**src/ddr2_pkg.sv**
```systemverilog
// Purpose: Shared constants and types for the DDR2 command-side device model
// Assumes: 250 MHz core clock samples every DRAM pin through two flip-flops
// Notes:   Widths are fixed at the device values
package ddr2_pkg;

   // ************************************************************
   // Timing and widths
   // ************************************************************
   localparam int CLK_PERIOD_NS = 4;
   localparam int AL_MAX        = 4;
   localparam int DQ_W          = 16;
   localparam int ROW_W         = 13;
   localparam int BANK_W        = 3;
   localparam int SYNC_W        = 40;

   // ************************************************************
   // Mode register selects on BA2..BA0
   // ************************************************************
   localparam logic [2:0] BA_MR   = 3'h0;
   localparam logic [2:0] BA_EMR1 = 3'h1;
   localparam logic [2:0] BA_EMR2 = 3'h2;
   localparam logic [2:0] BA_EMR3 = 3'h3;

   // ************************************************************
   // Field positions
   // ************************************************************
   localparam int CL_LSB  = 4;
   localparam int AL_LSB  = 3;
   localparam int OCD_LSB = 7;
   localparam int RTT_HI  = 6;
   localparam int RTT_LO  = 2;

   // ************************************************************
   // Calibration field codes and termination selects
   // ************************************************************
   localparam logic [2:0] OCD_EXIT    = 3'h0;
   localparam logic [2:0] OCD_DRV_HI  = 3'h1;
   localparam logic [2:0] OCD_DRV_LO  = 3'h2;
   localparam logic [2:0] OCD_ADJUST  = 3'h4;
   localparam logic [2:0] OCD_DEFAULT = 3'h7;
   localparam logic [1:0] RTT_75      = 2'h1;
   localparam logic [1:0] RTT_150     = 2'h2;
   localparam logic [1:0] RTT_50      = 2'h3;

   // ************************************************************
   // Reset values, step limit and adjust beat count
   // ************************************************************
   localparam logic [3:0] STEP_DEFAULT = 4'h8;
   localparam logic [3:0] STEP_MAX     = 4'hf;
   localparam logic [2:0] CL_RESET     = 3'h3;
   localparam logic [2:0] AL_RESET     = 3'h0;
   localparam logic [1:0] RTT_RESET    = 2'h0;
   localparam int         ADJ_BEATS    = 4;

   typedef struct packed {
      logic              write;
      logic [BANK_W-1:0] bank;
      logic [ROW_W-1:0]  col;
   } col_cmd_t;

   typedef enum logic [2:0] {
      OCD_IDLE = 3'b000,
      OCD_HI   = 3'b001,
      OCD_LO   = 3'b010,
      ADJ_WAIT = 3'b011,
      ADJ_BEAT = 3'b100
   } ocd_state_t;

endpackage

```
**src/buf_if.sv**
```systemverilog
// Purpose: Valid/ready carrier for posted column commands
// Assumes: Single clock domain
// Notes:   Word moves when valid and ready are both high
`timescale 1ns/10ps
interface buf_if;
   import ddr2_pkg::*;
   col_cmd_t data;
   logic     valid;
   logic     ready;
   modport source (output valid, output data, input ready);
   modport sink   (input valid, input data, output ready);
endinterface

```
**src/ddr2_dev.sv**
```systemverilog
// Purpose: Command decode, calibration, termination and posted column path
// Assumes: Every DRAM pin arrives from the link clock domain and is synchronised; col_ready_i is used unsynchronised
// Notes:   Link clock edges are found by sampling ck_i on clk_i
`timescale 1ns/10ps
module ddr2_dev (
   input  wire logic                       clk_i,
   input  wire logic                       rstn_i,
   input  wire logic                       ck_i,
   input  wire logic                       cs_n_i,
   input  wire logic                       ras_n_i,
   input  wire logic                       cas_n_i,
   input  wire logic                       we_n_i,
   input  wire logic [ddr2_pkg::BANK_W-1:0] ba_i,
   input  wire logic [ddr2_pkg::ROW_W-1:0] addr_i,
   input  wire logic                       odt_i,
   input  wire logic                       self_refresh_i,
   input  wire logic [ddr2_pkg::DQ_W-1:0]  dq_i,
   input  wire logic                       dqs_i,
   output logic      [ddr2_pkg::DQ_W-1:0]  dq_o,
   output logic                            dq_oe_o,
   output logic                            dqs_o,
   output logic                            dqs_n_o,
   output logic                            dqs_oe_o,
   output logic                            termination_switch_a_o,
   output logic                            termination_switch_b_o,
   output logic                            termination_switch_c_o,
   output logic      [3:0]                 pullup_step_o,
   output logic      [3:0]                 pulldown_step_o,
   output logic      [2:0]                 additive_latency_o,
   output logic      [3:0]                 read_latency_o,
   output logic      [3:0]                 write_latency_o,
   output logic                            act_valid_o,
   output logic      [ddr2_pkg::BANK_W-1:0] act_bank_o,
   output logic      [ddr2_pkg::ROW_W-1:0] act_row_o,
   output logic                            col_valid_o,
   input  wire logic                       col_ready_i,
   output ddr2_pkg::col_cmd_t              col_data_o,
   output logic                            cmd_lost_o
);
   import ddr2_pkg::*;

   // ************************************************************
   // Pin synchronisation and link clock edges
   // ************************************************************
   logic [SYNC_W-1:0] pins_s;
   logic              ck_s;
   logic              cs_n_s;
   logic              ras_n_s;
   logic              cas_n_s;
   logic              we_n_s;
   logic [BANK_W-1:0] ba_s;
   logic [ROW_W-1:0]  addr_s;
   logic              odt_s;
   logic              sr_s;
   logic [DQ_W-1:0]   dq_s;
   logic              dqs_s;
   logic              ck_q;
   logic              dqs_q;
   logic              ck_rise;
   logic              dqs_edge;

   sync2 #(.W(SYNC_W)) u_sync (
      .clk_i  (clk_i),
      .rstn_i (rstn_i),
      .d_i    ({ck_i, cs_n_i, ras_n_i, cas_n_i, we_n_i, ba_i, addr_i,
                odt_i, self_refresh_i, dq_i, dqs_i}),
      .q_o    (pins_s)
   );

   assign {ck_s, cs_n_s, ras_n_s, cas_n_s, we_n_s, ba_s, addr_s,
           odt_s, sr_s, dq_s, dqs_s} = pins_s;

   always_ff @(posedge clk_i or negedge rstn_i) begin
      if (!rstn_i) begin
         ck_q  <= 1'b0;
         dqs_q <= 1'b0;
      end else begin
         ck_q  <= ck_s;
         dqs_q <= dqs_s;
      end
   end

   assign ck_rise  = ck_s & ~ck_q;
   assign dqs_edge = dqs_s ^ dqs_q;

   // ************************************************************
   // Command decode
   // ************************************************************
   logic is_mrs;
   logic is_act;
   logic is_col;
   logic emr1_wr;

   assign is_mrs  = ck_rise & ~cs_n_s & ~ras_n_s & ~cas_n_s & ~we_n_s;
   assign is_act  = ck_rise & ~cs_n_s & ~ras_n_s & cas_n_s & we_n_s;
   assign is_col  = ck_rise & ~cs_n_s & ras_n_s & ~cas_n_s;
   assign emr1_wr = is_mrs & (ba_s == BA_EMR1);

   // ************************************************************
   // Mode register fields
   // ************************************************************
   logic [2:0] cl_q;
   logic [2:0] al_q;
   logic [1:0] rtt_q;
   logic [3:0] rl;
   logic [3:0] wl;

   always_ff @(posedge clk_i or negedge rstn_i) begin
      if (!rstn_i) begin
         cl_q  <= CL_RESET;
         al_q  <= AL_RESET;
         rtt_q <= RTT_RESET;
      end else if (is_mrs) begin
         case (ba_s)
            BA_MR: begin
               cl_q <= addr_s[CL_LSB+:3];
            end
            BA_EMR1: begin
               al_q  <= (addr_s[AL_LSB+:3] > 3'(AL_MAX)) ? 3'(AL_MAX)
                                                        : addr_s[AL_LSB+:3];
               rtt_q <= {addr_s[RTT_HI], addr_s[RTT_LO]};
            end
            BA_EMR3: begin
               cl_q <= cl_q;
            end
            default: begin
               cl_q <= cl_q;
            end
         endcase
      end
   end

   assign rl                 = {1'b0, al_q} + {1'b0, cl_q};
   assign wl                 = rl - 4'h1;
   assign additive_latency_o = al_q;
   assign read_latency_o     = rl;
   assign write_latency_o    = wl;

   // ************************************************************
   // Driver calibration control
   // ************************************************************
   ocd_state_t state_q;
   logic [3:0] wait_q;
   logic [1:0] beat_q;
   logic [3:0] code_q;
   logic       adj_done_q;

   always_ff @(posedge clk_i or negedge rstn_i) begin
      if (!rstn_i) begin
         state_q    <= OCD_IDLE;
         wait_q     <= 4'h0;
         beat_q     <= 2'h0;
         code_q     <= 4'h0;
         adj_done_q <= 1'b0;
      end else begin
         adj_done_q <= 1'b0;
         if (emr1_wr) begin
            case (addr_s[OCD_LSB+:3])
               OCD_EXIT:    state_q <= OCD_IDLE;
               OCD_DRV_HI:  state_q <= OCD_HI;
               OCD_DRV_LO:  state_q <= OCD_LO;
               OCD_DEFAULT: state_q <= OCD_IDLE;
               OCD_ADJUST: begin
                  state_q <= ADJ_WAIT;
                  wait_q  <= wl;
                  beat_q  <= 2'h0;
               end
               default:     state_q <= state_q;
            endcase
         end else begin
            case (state_q)
               ADJ_WAIT: begin
                  if (ck_rise) begin
                     if (wait_q <= 4'h1) begin
                        state_q <= ADJ_BEAT;
                     end else begin
                        wait_q <= wait_q - 4'h1;
                     end
                  end
               end
               ADJ_BEAT: begin
                  if (dqs_edge) begin
                     code_q[beat_q] <= dq_s[0];
                     beat_q         <= beat_q + 2'h1;
                     if (beat_q == 2'(ADJ_BEATS - 1)) begin
                        adj_done_q <= 1'b1;
                        state_q    <= OCD_IDLE;
                     end
                  end
               end
               default: state_q <= state_q;
            endcase
         end
      end
   end

   // ************************************************************
   // Driver strength steps
   // ************************************************************
   logic [3:0] pu_q;
   logic [3:0] pd_q;
   logic [3:0] adj_ops;

   function automatic logic [3:0] decode_code(input logic [3:0] t);
      case (t)
         4'b0001: decode_code = 4'b1000;
         4'b0010: decode_code = 4'b0100;
         4'b0100: decode_code = 4'b0010;
         4'b1000: decode_code = 4'b0001;
         4'b0101: decode_code = 4'b1010;
         4'b0110: decode_code = 4'b0110;
         4'b1001: decode_code = 4'b1001;
         4'b1010: decode_code = 4'b0101;
         default: decode_code = 4'b0000;
      endcase
   endfunction

   function automatic logic [3:0] step(input logic [3:0] s, input logic up,
                                       input logic dn);
      if (up && s != STEP_MAX) begin
         step = s + 4'h1;
      end else if (dn && s != 4'h0) begin
         step = s - 4'h1;
      end else begin
         step = s;
      end
   endfunction

   assign adj_ops = decode_code({code_q[0], code_q[1], code_q[2], code_q[3]});

   always_ff @(posedge clk_i or negedge rstn_i) begin
      if (!rstn_i) begin
         pu_q <= STEP_DEFAULT;
         pd_q <= STEP_DEFAULT;
      end else if (emr1_wr && addr_s[OCD_LSB+:3] == OCD_DEFAULT) begin
         pu_q <= STEP_DEFAULT;
         pd_q <= STEP_DEFAULT;
      end else if (adj_done_q) begin
         pu_q <= step(pu_q, adj_ops[3], adj_ops[2]);
         pd_q <= step(pd_q, adj_ops[1], adj_ops[0]);
      end
   end

   assign pullup_step_o   = pu_q;
   assign pulldown_step_o = pd_q;

   // ************************************************************
   // Drive mode outputs and termination
   // ************************************************************
   logic term_en;

   assign term_en = odt_s & ~sr_s;

   always_ff @(posedge clk_i or negedge rstn_i) begin
      if (!rstn_i) begin
         dq_o     <= '0;
         dq_oe_o  <= 1'b0;
         dqs_o    <= 1'b0;
         dqs_n_o  <= 1'b0;
         dqs_oe_o <= 1'b0;
      end else begin
         dq_o     <= {DQ_W{state_q == OCD_HI}};
         dq_oe_o  <= (state_q == OCD_HI) | (state_q == OCD_LO);
         dqs_o    <= (state_q == OCD_HI);
         dqs_n_o  <= (state_q == OCD_LO);
         dqs_oe_o <= (state_q == OCD_HI) | (state_q == OCD_LO);
      end
   end

   always_ff @(posedge clk_i or negedge rstn_i) begin
      if (!rstn_i) begin
         termination_switch_a_o <= 1'b0;
         termination_switch_b_o <= 1'b0;
         termination_switch_c_o <= 1'b0;
      end else begin
         termination_switch_a_o <= term_en & (rtt_q == RTT_75);
         termination_switch_b_o <= term_en & (rtt_q == RTT_150);
         termination_switch_c_o <= term_en & (rtt_q == RTT_50);
      end
   end

   // ************************************************************
   // Activate report
   // ************************************************************
   always_ff @(posedge clk_i or negedge rstn_i) begin
      if (!rstn_i) begin
         act_valid_o <= 1'b0;
         act_bank_o  <= '0;
         act_row_o   <= '0;
      end else begin
         act_valid_o <= is_act;
         if (is_act) begin
            act_bank_o <= ba_s;
            act_row_o  <= addr_s;
         end
      end
   end

   // ************************************************************
   // Posted column path
   // ************************************************************
   buf_if    post_if ();
   buf_if    out_if ();
   col_cmd_t slot_q [AL_MAX+1];
   logic [AL_MAX:0] slot_v_q;
   logic     stall;
   col_cmd_t new_cmd;

   assign new_cmd = '{write: ~we_n_s, bank: ba_s, col: addr_s};
   assign stall   = slot_v_q[0] & ~post_if.ready;

   always_ff @(posedge clk_i or negedge rstn_i) begin
      if (!rstn_i) begin
         slot_v_q <= '0;
         for (int i = 0; i <= AL_MAX; i++) begin
            slot_q[i] <= '0;
         end
      end else if (ck_rise && !stall) begin
         for (int i = 0; i < AL_MAX; i++) begin
            slot_q[i]   <= slot_q[i+1];
            slot_v_q[i] <= slot_v_q[i+1];
         end
         slot_v_q[AL_MAX] <= 1'b0;
         if (is_col) begin
            slot_q[al_q]   <= new_cmd;
            slot_v_q[al_q] <= 1'b1;
         end
      end else if (slot_v_q[0] && post_if.ready) begin
         slot_v_q[0] <= 1'b0;
      end
   end

   always_ff @(posedge clk_i or negedge rstn_i) begin
      if (!rstn_i) begin
         cmd_lost_o <= 1'b0;
      end else begin
         cmd_lost_o <= is_col & stall;
      end
   end

   assign post_if.valid = slot_v_q[0];
   assign post_if.data  = slot_q[0];
   assign out_if.ready  = col_ready_i;
   assign col_valid_o   = out_if.valid;
   assign col_data_o    = out_if.data;

   fifo2 u_buf (
      .clk_i  (clk_i),
      .rstn_i (rstn_i),
      .in_if  (post_if),
      .out_if (out_if)
   );
endmodule

```
**src/sync2.sv**
```systemverilog
// Purpose: Two-stage synchroniser for a vector of pins
// Assumes: Bits are sampled independently
// Notes:   First stage feeds only the second stage
`timescale 1ns/10ps
module sync2 #(
   parameter int W = 1
) (
   input  wire logic         clk_i,
   input  wire logic         rstn_i,
   input  wire logic [W-1:0] d_i,
   output logic      [W-1:0] q_o
);
   logic [W-1:0] meta_q;

   always_ff @(posedge clk_i or negedge rstn_i) begin
      if (!rstn_i) begin
         meta_q <= '0;
         q_o    <= '0;
      end else begin
         meta_q <= d_i;
         q_o    <= meta_q;
      end
   end
endmodule

```
**src/fifo2.sv**
```systemverilog
// Purpose: Two-entry buffer between the posting pipeline and the receiver
// Assumes: Receiver may hold ready low for any time
// Notes:   Ready on the filling side is low only when both entries hold data
`timescale 1ns/10ps
module fifo2 (
   input  wire logic clk_i,
   input  wire logic rstn_i,
   buf_if.sink       in_if,
   buf_if.source     out_if
);
   import ddr2_pkg::*;

   col_cmd_t   mem_q [2];
   logic       rd_q;
   logic       wr_q;
   logic [1:0] cnt_q;
   logic       push;
   logic       pop;

   assign in_if.ready  = (cnt_q != 2'h2);
   assign out_if.valid = (cnt_q != 2'h0);
   assign out_if.data  = mem_q[rd_q];
   assign push         = in_if.valid & in_if.ready;
   assign pop          = out_if.valid & out_if.ready;

   always_ff @(posedge clk_i or negedge rstn_i) begin
      if (!rstn_i) begin
         mem_q[0] <= '0;
         mem_q[1] <= '0;
      end else if (push) begin
         mem_q[wr_q] <= in_if.data;
      end
   end

   always_ff @(posedge clk_i or negedge rstn_i) begin
      if (!rstn_i) begin
         rd_q  <= 1'b0;
         wr_q  <= 1'b0;
         cnt_q <= 2'h0;
      end else begin
         if (push) begin
            wr_q <= ~wr_q;
         end
         if (pop) begin
            rd_q <= ~rd_q;
         end
         cnt_q <= cnt_q + {1'b0, push} - {1'b0, pop};
      end
   end
endmodule

```
**config.mk**
```make
export PLATFORM = sky130hd
export DESIGN_NAME = ddr2_dev
export DESIGN_NICKNAME = d
export VERILOG_FILES = /design/src/ddr2_pkg.sv /design/src/buf_if.sv /design/src/ddr2_dev.sv /design/src/sync2.sv /design/src/fifo2.sv
export SDC_FILE = /design/constraint.sdc
export NUM_CORES = 1
export LEC_CHECK = 0
export ABC_AREA = 1
export BUFFER_PORTS_ARGS = -buffer_cell sky130_fd_sc_hd__buf_2
export CORE_MARGIN = 10
export CORE_UTILIZATION = 50
export CTS_CLUSTER_DIAMETER = 150
export DETAILED_ROUTE_END_ITERATION = 8
export HOLD_SLACK_MARGIN = 0.15
export PLACE_DENSITY_LB_ADDON = 0.12
export SYNTH_ARGS = -nofsm -noshare
export SYNTH_HDL_FRONTEND = slang
export SYNTH_HIERARCHICAL = 1
export SYNTH_SLANG_ARGS = --single-unit
```
**constraint.sdc**
```tcl
create_clock -name clk_i -period 3.7 [get_ports clk_i]
set_input_delay 0.185 -clock clk_i [delete_from_list [all_inputs] [get_ports clk_i]]
set_output_delay 0.185 -clock clk_i [all_outputs]
set_load 0.03 [all_outputs]
```
== Word level (Yosys, flattened, before mapping) ==
Memories as Yosys holds them, arrays and structs flattened.
Cells that the tools add are included.
Storage, ports and cells
  register bits: 265
  ROM bits: 64
  word-level logic and storage cells: 213
  memories kept: 1
Memory list
  (name not given): words 16, bits a word 4, read ports 1, clocked after Yosys merged registers in 0, write ports 0, line ddr2_dev.sv:205  | case (t)
Cells by class
  add/subtract/negate cells: 10
  $lt $le $gt $ge: 11
  eq/ne operators: 23
  mux-type cells: 47
  bitwise operators: 34
  reduce and logical (&&, ||, !) cells: 36
Operator list (count)
  bitwise mux 85 bit: 1
  two-way mux 17 bit: 5
  two-way mux 85 bit: 1
  two-way mux 4 bit: 13
  demux 17 bit (select 3 bit): 1
  bitwise mux 34 bit: 1
  bitwise AND 1 bit: 18
  two-way mux 3 bit: 6
  demux 17 bit (select 1 bit): 1
  subtractor 4 x 1 -> 4 bit (second input constant): 4
  nonzero test 2 bit: 7
  inequality test 3 bit (second input constant): 4
  case mux 3 bit (4 select lines): 1
  logical AND 1 bit: 11
  NOT 1 bit: 10
  AND reduction 2 bit: 5
  equality test 3 x 1 -> 1 bit (second input constant): 3
  equality test 3 x 2 -> 1 bit (second input constant): 3
  equality test 3 bit (second input constant): 3
  nonzero test 3 bit: 3
  adder 4 x 1 -> 4 bit (second input constant): 2
  two-way mux 1 bit: 8
  two-way mux 2 bit: 4
  inequality test 4 bit (second input constant): 2
  36 further kinds: 44

== Logic depth before layout (Yosys ltp) ==
Gate-level depths: netlist (run 1).
  depth in word-level cells: 10
  depth in mapped cells: 13
  depth with buffers taken out: 12

== By module ==
The synthesis (run 1) kept the hierarchy.
By module, submodules not included
  ddr2_dev: times used 1, cells an instance 856, area an instance 7060.5 um^2, seq. area each 3658.5 um^2
  sync2: times used 1, cells an instance 80, area an instance 2001.9 um^2, seq. area each 2001.9 um^2
  fifo2: times used 1, cells an instance 235, area an instance 1886.8 um^2, seq. area each 950.9 um^2

== Worst setup path before layout (run 1) ==
No wires, ideal clock.
  kind: register -> register
  start: reg al_q[0], in the netlist additive_latency_o[0]
  end: reg wait_q[2]
  setup time: 0.065 ns
  arrival time: 2.846 ns
  path slack: 0.789 ns
  cell stages (with the launch flop): 10
  buffers on the path: 0
  period minus slack after synthesis: 2.911 ns
  path through: dfrtp_1 > ha_1 > inv_1 > fa_1 > xnor2_1 > xor2_1 > nand2_1 > o21ai_0 > nand2_1 > nand2_1
On the way
  word-level cells in the longest chain between the ends: 4
RTL lines
  from (decl): line ddr2_dev.sv:103  | logic [2:0] al_q;
  from (signal assigned): line ddr2_dev.sv:119  | al_q <= (addr_s[AL_LSB+:3] > 3'(AL_MAX)) ? 3'(AL_MAX)
  adder 3 x 3 -> 4 bit: line ddr2_dev.sv:133  | assign rl = {1'b0, al_q} + {1'b0, cl_q};
  net read_latency_o[2]: line ddr2_dev.sv:30  | output logic [3:0] read_latency_o,
  subtractor 4 x 1 -> 4 bit: line ddr2_dev.sv:134  | assign wl = rl - 4'h1;
  net write_latency_o[2]: line ddr2_dev.sv:31  | output logic [3:0] write_latency_o,
  two-way mux 4 bit: line ddr2_dev.sv:158  | case (addr_s[OCD_LSB+:3])
  two-way mux 4 bit: line ddr2_dev.sv:157  | if (emr1_wr) begin
  to (signal assigned): line ddr2_dev.sv:165  | wait_q <= wl;
  to (signal assigned): line ddr2_dev.sv:177  | wait_q <= wait_q - 4'h1;
  to (decl): line ddr2_dev.sv:143  | logic [3:0] wait_q;
The timed path passes the listed nets, and every way through them passes these cells. The select of a mux whose other input is x is not followed.
A chain may end at the register's enable or synchronous reset.

== Worst setup path in the final report (run 1) ==
  start: reg al_q[0], in the netlist additive_latency_o[0]
  end: out write_latency_o[3]
On the way
  word-level cells in the longest chain between the ends: 2
RTL lines (line)
  adder 3 x 3 -> 4 bit: ddr2_dev.sv:133
  subtractor 4 x 1 -> 4 bit: ddr2_dev.sv:134
  to (decl): ddr2_dev.sv:31
Every way passes these cells.

==> results of run 1 <==
==> where the power goes <==
| group | total, uW | switching (uW) | internal [uW] |
|---|---|---|---|
| clock | 2480 | 988 | 1490 |
| sequential | 3470 | 398 | 3070 |
| combinational | 1850 | 1260 | 589 |
==> state kept, by name (all words and copies together) (netlist names), 3 cells and up <==
| name | cells |
|---|---|
| post_if.data | 17 |
| code_q | 4 |
| u_sync/q_o | 25 |
| slot_q | 68 |
| wait_q | 4 |
| state_q | 3 |
| act_row_o | 13 |
| cl_q | 3 |
| slot_v_q | 5 |
| pullup_step_o | 4 |
| u_buf/mem_q | 34 |
| additive_latency_o | 3 |
| u_sync/meta_q | 25 |
| pulldown_step_o | 4 |
| act_bank_o | 3 |
==> final cells by class <==
cell class,instances,share of cell area [%]
sequential,234,49.5
multi-input combinational,749,30.3
timing repair buffer,141,7.38
clock buffer,34,6.08
inverter,92,2.94
tap,270,2.86
clock inverter,10,0.899
==> per-layer routing <==
| layer | vias up | wire length (um) |
|---|---|---|
| met5 | - | 0 |
| met4 | 0 | 248 |
| met3 | 21 | 1360 |
| met2 | 162 | 10100 |
| met1 | 3610 | 10900 |
| li1 | 3880 | - |
==> placed cells by master (no fill, tap or decap), types with 4 or more instances in the layout <==
cell type and instances:
sky130_fd_sc_hd__buf_2 104, sky130_fd_sc_hd__xnor2_1 4, sky130_fd_sc_hd__dfrtp_1 230, sky130_fd_sc_hd__dlygate4sd3_1 27
sky130_fd_sc_hd__ha_1 15, sky130_fd_sc_hd__inv_1 82, sky130_fd_sc_hd__nand4_1 42, sky130_fd_sc_hd__o21ai_0 52
sky130_fd_sc_hd__a21oi_1 133, sky130_fd_sc_hd__buf_4 9, sky130_fd_sc_hd__o21ai_1 5, sky130_fd_sc_hd__dfstp_2 4
sky130_fd_sc_hd__inv_2 8, sky130_fd_sc_hd__nand2_1 322, sky130_fd_sc_hd__clkinv_2 8, sky130_fd_sc_hd__nor2_1 106
sky130_fd_sc_hd__nor3_1 7, sky130_fd_sc_hd__clkbuf_8 6, sky130_fd_sc_hd__clkbuf_16 25, sky130_fd_sc_hd__nand3_1 29
==> repair_timing <==
action                                  4_1_cts  5_1_grt
resized for setup                             0        0
hold buffers                                 27        0
hold endpoints to repair                    144        0
endpoints found under the setup margin        0        0
==> how the worst max path moves through the flow <==
stage | end | cells after the start
2_1_floorplan | wait_q[2]$_DFFE_PN0P_ | 9
6_report | write_latency_o[3] | 7
3_5_place_dp | slot_q[4]$_DFFE_PN0P_ | 5
4_1_cts | write_latency_o[2] | 6
5_1_grt | write_latency_o[2] | 6
3_3_place_gp | slot_q[49]$_DFFE_PN0P_ | 7
==> stage by stage <==
step	hold slack [ns]	power (uW)	setup slack [ns]	utilization, %
final	0.307	7800	1.03	58.7
after global routing	0.302	8290	0.826	58.7
after CTS	0.284	7890	1.01	58.7
after detailed placement	0.294	5360	1.23	53.2
after global placement	0.293	5310	1.31	53.2
after floorplan	-0.111	4850	0.789	-
==> flow_metrics.tcl, run 1 <==
set metrics [dict create \
    cts.sinks 234 \
    critPathCaptureType "primary output" \
    final_antenna_net_count 0 \
    dp_cells 1459 \
    num_io_pins 121 \
    finish.cell_count_without_fillers 1530 \
    filler_cell_count 1836 \
    slew_violations 0 \
    timing.critical_path.slowest_stage_cell "sky130_fd_sc_hd__dfrtp_1" \
    clk_transition_reported_paths_ns 0.06 \
    post_cts.repair.setup_buffers 0 \
    grt_start_max_net_pins 124 \
    full_die_area_um2 26500 \
    cp_max_fo 7 \
    port_buffers 105 \
    vias_per_cell 5.02 \
    grt_antenna_before_repair 0 \
    cp_data_arrival_time_ns 2.48 \
    global_route_wire_length_before_repair_um 38500 \
    drtIter0Drc 459 \
    final_cell_area_um2 11800 \
    dieWidth_um 163 \
    grtUsageMet3_pct 3.26 \
    detailedPlacementHpwl_um 14900 \
    setup_total_negative_slack_ns 0 \
    gp_congestion 0.804 \
    postSynthCellCount 1141 \
    critPathBufInv 2 \
    clock_tree.buffer_depth 3 \
    yosys_warnings 6 \
    clk_latency_ns 0.51 \
    wl_per_cell_um 14.8 \
    site_rows 52 \
    nets 1304 \
    worst-r2r-cell-count 5 \
    final_min_period_over_clock_period_pct 72.1 \
    crit_chain "ha_1, inv_1, fa_1, xnor2_1, o21ai_0, nand2_1, buf_2" \
    number_of_failing_setup_endpoints_in_the_final_timing_report 0 \
    cts-buffers-inserted 25 \
    power_density_nw_per_um2 659 \
    critPathTopFamily "adder cells" \
    timing.final.hold_violations 0 \
    setup.reg_to_reg.worst_slack_ns 1.25 \
    synth.cell_area_um2 10200 \
    gr-usage-met2_pct 26.3 \
    post_route_cells_drive_above_1_share_pct 14.9 \
    initial_utilization_pct 50.6 \
    routed-via-count 7673 \
    synthesis.area_per_instance_um2 8.94 \
    track_usage_pct 17.0 \
    drc_errors 0 \
    finClkSkew_ns 0.0167 \
    die_span_in_y_um 163 \
    p_leak_uw 0.00591 \
    diodes 0 \
    hp-class "in2async" \
    delay_of_the_slowest_cell_on_the_worst_path_ns 0.54 \
    worstReg2RegStart "u_buf/cnt_q[1]$_DFF_PN0_" \
    htree_levels 1 \
    top_usage_layer "met2" \
    vias_in_the_first_global_route 7640 \
    clock_tree.root_cell "sky130_fd_sc_hd__clkbuf_16" \
    number_of_iterations_in_the_first_detailed_routing_pass 5 \
    worstMarginPinSlew_ns 1.06 \
    post_dp_cell_area_um2 10700 \
    crit_start "additive_latency_o[0]$_DFFE_PN0P_" \
    max-slew-margin-rel_pct 28.9 \
    final_critical_delay_including_setup_and_external_delays_ns 2.67 \
    register_area_um2 5860 \
    synthesis.nets 1202 \
    status "finished, final reports clean" \
    maximum_clock_rate_mhz 375 \
    syn_to_final_growth_pct 16.0 \
    setup.worst_path.class "reg2out" \
    detail_route.wirelength_um 22600 \
    worst_ir_drop_vdd_mv 0.429 \
    grt_setup_unrepaired "no" \
    cts_tree "built" \
    multi_input_comb_area_um2 3580 \
    worstReg2RegEnd "slot_q[4]$_DFFE_PN0P_" \
    globalRouteOverflowTotal 0 \
    maxCapViolCount 0 \
    met1_usage_pct 24.6 \
    crit_path_start_kind "flop" \
    worstPathRequired_ns 3.51 \
    core_um2 20200 \
]
No activity file was read; power rests on OpenSTA's default activity.
==> run 2, diff against run 1 <==
--- a/config.mk
+++ b/config.mk
@@ -5,7 +5,7 @@
 export SDC_FILE = /design/constraint.sdc
 export NUM_CORES = 1
 export LEC_CHECK = 0
-export ABC_AREA = 1
+export ABC_AREA = 0
 export BUFFER_PORTS_ARGS = -buffer_cell sky130_fd_sc_hd__buf_2
 export CORE_MARGIN = 10
 export CORE_UTILIZATION = 50
==> constraint.sdc (replaced) <==
create_clock -name clk_i -period 2.2 [get_ports clk_i]
set_input_delay 0.11 -clock clk_i [delete_from_list [all_inputs] [get_ports clk_i]]
set_output_delay 0.11 -clock clk_i [all_outputs]
set_load 0.03 [all_outputs]
==> run 2 against run 1 <==
Net effect: the flow now finishes with violations (setup timing); synthesized cell count down 27%; clock skew fell by 0.0073 ns; via count shrank 15%; final cell count shrank 18%; clock-buffer cell count fell by 2; largest cell class unchanged.
==> flow_metrics.tcl, run 2 <==
set metrics [dict create \
    status "finished with violations" \
    violations_in_the_final_reports "setup timing" \
    initial_utilization_pct 51.1 \
    dieWidth_um 162 \
    utilization_pct 62.5 \
    site_rows 51 \
    clock_tree.buffer_depth 3 \
    synth.cell_area_um2 10000 \
    cts.sinks 234 \
    final_min_period_over_clock_period_pct 118 \
    port_buffers 105 \
    finClkSkew_ns 0.00934 \
    die_span_in_y_um 162 \
    synthesis.nets 892 \
    detailedPlace.worstSlack_ns -0.0604 \
    final_antenna_net_count 0 \
    diodes 0 \
    setup.worst_path.class "reg2out" \
    max-slew-margin-rel_pct 59.1 \
    mostFrequentLayoutCells "sky130_fd_sc_hd__dfrtp_1 (226), sky130_fd_sc_hd__nand2_1 (122), sky130_fd_sc_hd__buf_2 (99), sky130_fd_sc_hd__o21ai_0 (78), sky130_fd_sc_hd__mux2i_1 (64)" \
    number_of_iterations_in_the_first_detailed_routing_pass 5 \
    clk_latency_ns 0.51 \
    drc_errors 0 \
    cp_max_fo 2 \
    nets 1035 \
    most_frequent_standard_cell_in_the_layout_excluding_fill_and_tap_cells "sky130_fd_sc_hd__dfrtp_1" \
    dp_cells 1171 \
    vias_per_cell 5.16 \
    full_die_area_um2 26100 \
    postSynthCellCount 831 \
    critPathBufInv 4 \
    detail_route.wirelength_um 21500 \
    drtIter0Drc 317 \
    crit_start "cl_q[0]$_DFFE_PN1P_" \
    cp_data_arrival_time_ns 2.48 \
    clock_tree.root_cell "sky130_fd_sc_hd__clkbuf_16" \
    p_leak_uw 0.00629 \
    maximum_clock_rate_mhz 386 \
    cts_tree "built" \
    grt_setup_unrepaired "yes" \
    gp_congestion 0.807 \
    critPathCaptureType "primary output" \
    worstPathRequired_ns 2.09 \
    maxCapViolCount 0 \
    final_critical_delay_including_setup_and_external_delays_ns 2.59 \
    total_power_uw 10600 \
    crit_path_start_kind "flop" \
    max_reg_flops 68 \
    yosys_warnings 6 \
    registers.top_by_ff_count "slot_q" \
    detailedPlacementHpwl_um 14400 \
    power_density_nw_per_um2 867 \
    synthesis.area_per_instance_um2 12.1 \
    delay_of_the_slowest_cell_on_the_worst_path_ns 0.56 \
    finish.cell_count_without_fillers 1257 \
    core_um2 19600 \
    setup_total_negative_slack_ns -1.56 \
    routed-via-count 6490 \
    syn_to_final_growth_pct 22.1 \
    number_of_failing_setup_endpoints_in_the_final_timing_report 7 \
    htree_levels 1 \
    slew_violations 0 \
    vias_in_the_first_global_route 7021 \
    hp-class "in2async" \
    post_route_cells_drive_above_1_share_pct 32.2 \
    global_route_wire_length_before_repair_um 35900 \
    worstReg2RegStart "cl_q[0]$_DFFE_PN1P_" \
    track_usage_pct 16.4 \
    cts-buffers-inserted 25 \
    grt_start_max_net_pins 140 \
    num_io_pins 121 \
    worst_ir_drop_vdd_mv 0.622 \
    worstMarginPinSlew_ns 0.613 \
    wl_per_cell_um 17.1 \
    globalRouteOverflowTotal 0 \
    timing.critical_path.slowest_stage_cell "sky130_fd_sc_hd__dfstp_2" \
    biggest_regs "slot_q: 68 flops, u_buf/mem_q: 34 flops" \
    fin_ws_ns -0.389 \
    crit_chain "ha_4, inv_2, fa_2, buf_4, buf_6, ha_4, xor2_4, buf_6" \
    critPathTopFamily "adder cells" \
    grt_antenna_before_repair 0 \
    clk_transition_reported_paths_ns 0.06 \
    timing.final.hold_violations 0 \
]
-- run 2: final cells by class --
cell class              count  area (um2)
fillers                  1548        7350
flip-flops and latches    234        5870
multi-input cells         517        3930
repair buffers            172        1190
clock buffers              32         692
well taps                 265         332
clock inverters            13         133
inverters                  24        96.3
-- run 2: metrics by stage --
step           instance area [um2]  hold WS (ns)
3_3_place_gp                 10900         0.134
2_1_floorplan                10100        -0.186
4_1_cts                      12100         0.204
6_report                     12200         0.165
5_1_grt                      12200         0.214
3_5_place_dp                 10900         0.140
-- run 2: per-layer routing --
| metal | global-route usage (%) | wire, um |
|---|---|---|
| met1 | 21.6 | 9890 |
| met5 | 0 | 0 |
| met3 | 3.33 | 1050 |
| met2 | 27.2 | 10200 |
| met4 | 4.22 | 309 |
-- run 2: report_power, final --
part	internal, uW	switching (uW)
registers	4620	255
logic	682	938
clock network	2470	1650
-- run 2: worst paths after layout --
check                                            endpoint  slack [ns]  cells after the start
max                                    write_latency_o[2]       -0.39                      8
min                          pullup_step_o[1]$_DFFE_PN0P_        0.17                      2
max reg2reg                         wait_q[2]$_DFFE_PN0P_       -0.25                     11
min reg2reg                      u_sync/q_o[21]$_DFF_PN0_        0.35                      0
max in group asynchronous  pulldown_step_o[3]$_DFFE_PN1P_        1.24                      3
min in group clk_i            u_sync/meta_q[17]$_DFF_PN0_        0.24                      2
-- run 2: what timing repair did --
item / 4_1_cts / 5_1_grt
hold buffers: 27 / 0
buffers inserted: 9 / 5
hold endpoints to repair: 247 / 0
gates cloned: 0 / 0
setup endpoints to repair: 6 / 13
resized for setup: 12 / 17
pin swaps: 5 / 12
==> run 3, diff against run 2 <==
--- a/config.mk
+++ b/config.mk
@@ -13,6 +13,8 @@
 export DETAILED_ROUTE_END_ITERATION = 8
 export HOLD_SLACK_MARGIN = 0.15
 export PLACE_DENSITY_LB_ADDON = 0.12
+export RECOVER_POWER = 50
+export REMOVE_ABC_BUFFERS = 1
 export SYNTH_ARGS = -nofsm -noshare
 export SYNTH_HDL_FRONTEND = slang
 export SYNTH_HIERARCHICAL = 1
==> run 3 against run 2 <==
Net effect: the run ends with capacitance limit, slew limit, setup timing left; largest cell class unchanged; utilization is 0.54 points lower; clock-buffer cell count is 4 higher; sequential cell count stayed put; register-to-register slack better by 0.23 ns.
==> flow_metrics.tcl, run 3 (synthesized netlist as in run 2, its figures left out) <==
set metrics [dict create \
    status "finished with violations" \
    violations_in_the_final_reports "capacitance limit, slew limit, setup timing" \
    p_int_uw 7910 \
    crit_path_frequent_cell "sky130_fd_sc_hd__inv_2" \
    dieWidth_um 162 \
    dp_cells 1173 \
    utilization_pct 61.9 \
    initial_utilization_pct 51.1 \
    cts.sinks 234 \
    drc_errors 0 \
    gp_congestion 0.801 \
    critPathCaptureType "primary output" \
    clk_transition_reported_paths_ns 0.06 \
    most_frequent_standard_cell_in_the_layout_excluding_fill_and_tap_cells "sky130_fd_sc_hd__dfrtp_1" \
    crit_path_start_kind "flop" \
    worstMarginPinSlew_ns 1.96 \
    finClkSkew_ns 0.00896 \
    mostFrequentLayoutCells "sky130_fd_sc_hd__dfrtp_1 (230), sky130_fd_sc_hd__nand2_1 (122), sky130_fd_sc_hd__buf_2 (100), sky130_fd_sc_hd__o21ai_0 (78), sky130_fd_sc_hd__mux2i_1 (65)" \
    post_route_cells_drive_above_1_share_pct 30.5 \
    grt_antenna_before_repair 0 \
    setup.worst_path.class "reg2out" \
    slew_violations 74 \
    worst_ir_drop_vdd_mv 0.672 \
    setup_total_negative_slack_ns -0.677 \
    cp_data_arrival_time_ns 2.36 \
    biggest_regs "slot_q: 68 flops, u_buf/mem_q: 34 flops" \
    share_clk_of_total_power_pct 39.7 \
    diodes 0 \
    full_die_area_um2 26100 \
    clock_tree.buffer_depth 3 \
    finish.cell_count_without_fillers 1251 \
    clk_latency_ns 0.52 \
    timing.critical_path.slowest_stage_cell "sky130_fd_sc_hd__dfstp_2" \
    final_antenna_net_count 0 \
    vias_per_cell 5.19 \
    fin_ws_ns -0.274 \
    core_um2 19600 \
    critPathBufInv 3 \
    grt_setup_unrepaired "yes" \
    globalRouteOverflowTotal 0 \
    post_dp_cell_area_um2 10800 \
    number_of_failing_setup_endpoints_in_the_final_timing_report 4 \
    htree_levels 1 \
    maxCapViolCount 1 \
    track_usage_pct 16.5 \
    hp-class "in2reg" \
    final_cell_area_um2 12100 \
    registers.top_by_ff_count "slot_q" \
    detailedPlace.worstSlack_ns -0.187 \
    critPathTopFamily "adder cells" \
    p_sw_share_pct 26.4 \
    power.net_switching_uw 2840 \
    cp_max_fo 2 \
    drtIter0Drc 305 \
    clock_tree.root_cell "sky130_fd_sc_hd__clkbuf_16" \
    grt_start_max_net_pins 140 \
    detailedPlacementHpwl_um 13800 \
    wl_per_cell_um 17.1 \
    maximum_clock_rate_mhz 404 \
    cts-buffers-inserted 25 \
    port_buffers 105 \
    delay_of_the_slowest_cell_on_the_worst_path_ns 0.55 \
    vias_in_the_first_global_route 7021 \
    cts_tree "built" \
    crit_chain "ha_4, inv_2, fa_2, inv_2, nor3_4, xor2_1, buf_4" \
    site_rows 51 \
    die_span_in_y_um 162 \
    num_io_pins 121 \
    final_critical_delay_including_setup_and_external_delays_ns 2.47 \
    sequentialPowerShare_pct 45.5 \
    power_density_nw_per_um2 886 \
    combPwrFrac_pct 14.8 \
    max-slew-margin-rel_pct -30.6 \
    detail_route.wirelength_um 21300 \
    syn_to_final_growth_pct 21.1 \
    final_min_period_over_clock_period_pct 112 \
    timing.final.hold_violations 0 \
    number_of_iterations_in_the_first_detailed_routing_pass 7 \
    global_route_wire_length_before_repair_um 35900 \
    p_leak_uw 0.00627 \
    routed-via-count 6487 \
    worstPathRequired_ns 2.09 \
    max_reg_flops 68 \
    nets 1031 \
]
## run 3: timing repair
item | in CTS | in global routing
gates resized for setup | 23 | 14
hold buffers | 27 | 0
pin swaps | 8 | 9
endpoints found under the setup margin | 5 | 9
hold endpoints to repair | 258 | 0
buffers inserted | 10 | 3
## run 3: final timing paths
path / start / end / slack [ns] / depth (start not counted)
min in group asynchronous: rstn_i / u_sync/meta_q[39]$_DFF_PN0_ / 0.66 / 2
worst min register to register: u_sync/meta_q[20]$_DFF_PN0_ / u_sync/q_o[20]$_DFF_PN0_ / 0.35 / 0
worst max-delay path: cl_q[0]$_DFFE_PN1P_ / write_latency_o[3] / -0.27 / 7
worst max register to register: cl_q[0]$_DFFE_PN1P_ / wait_q[2]$_DFFE_PN0P_ / -0.02 / 10
max in group asynchronous: rstn_i / act_row_o[2]$_DFFE_PN0P_ / 0.26 / 3
worst min-delay path: addr_i[2] / u_sync/meta_q[21]$_DFF_PN0_ / 0.23 / 2
## run 3: per-stage QoR
| step | power, uW | hold slack, ns |
|---|---|---|
| final | 10700 | 0.229 |
| after global routing | 11200 | 0.229 |
| after CTS | 10900 | 0.188 |
| after detailed placement | 6470 | 0.135 |
| after global placement | 6390 | 0.124 |
| after floorplan | 5900 | -0.186 |
## run 3: power by group through the flow
stage	sequential [uW]	combinational, uW	clock [uW]
2_1_floorplan	5050	851	0
3_3_place_gp	4930	1460	0
3_5_place_dp	4960	1510	0
4_1_cts	4880	1630	4370
5_1_grt	4930	1740	4550
6_report	4890	1590	4270
## run 3: final cells by class
class	instances	area (um2)
Clock inverter	7	116
Fill cell	1615	7460
Timing Repair Buffer	168	1130
Clock buffer	36	727
Inverter	24	92.6
Tap cell	265	332
Multi-Input combinational cell	517	3870
Sequential cell	234	5860
## run 3: routing by layer
metal	global-route usage, %	vias up	share of wire [%]
met5	0	-	0
met1	20.4	3231	44
met4	4.96	0	2.1
met3	2.39	31	3.4
met2	29.1	117	51
li1	-	3108	-
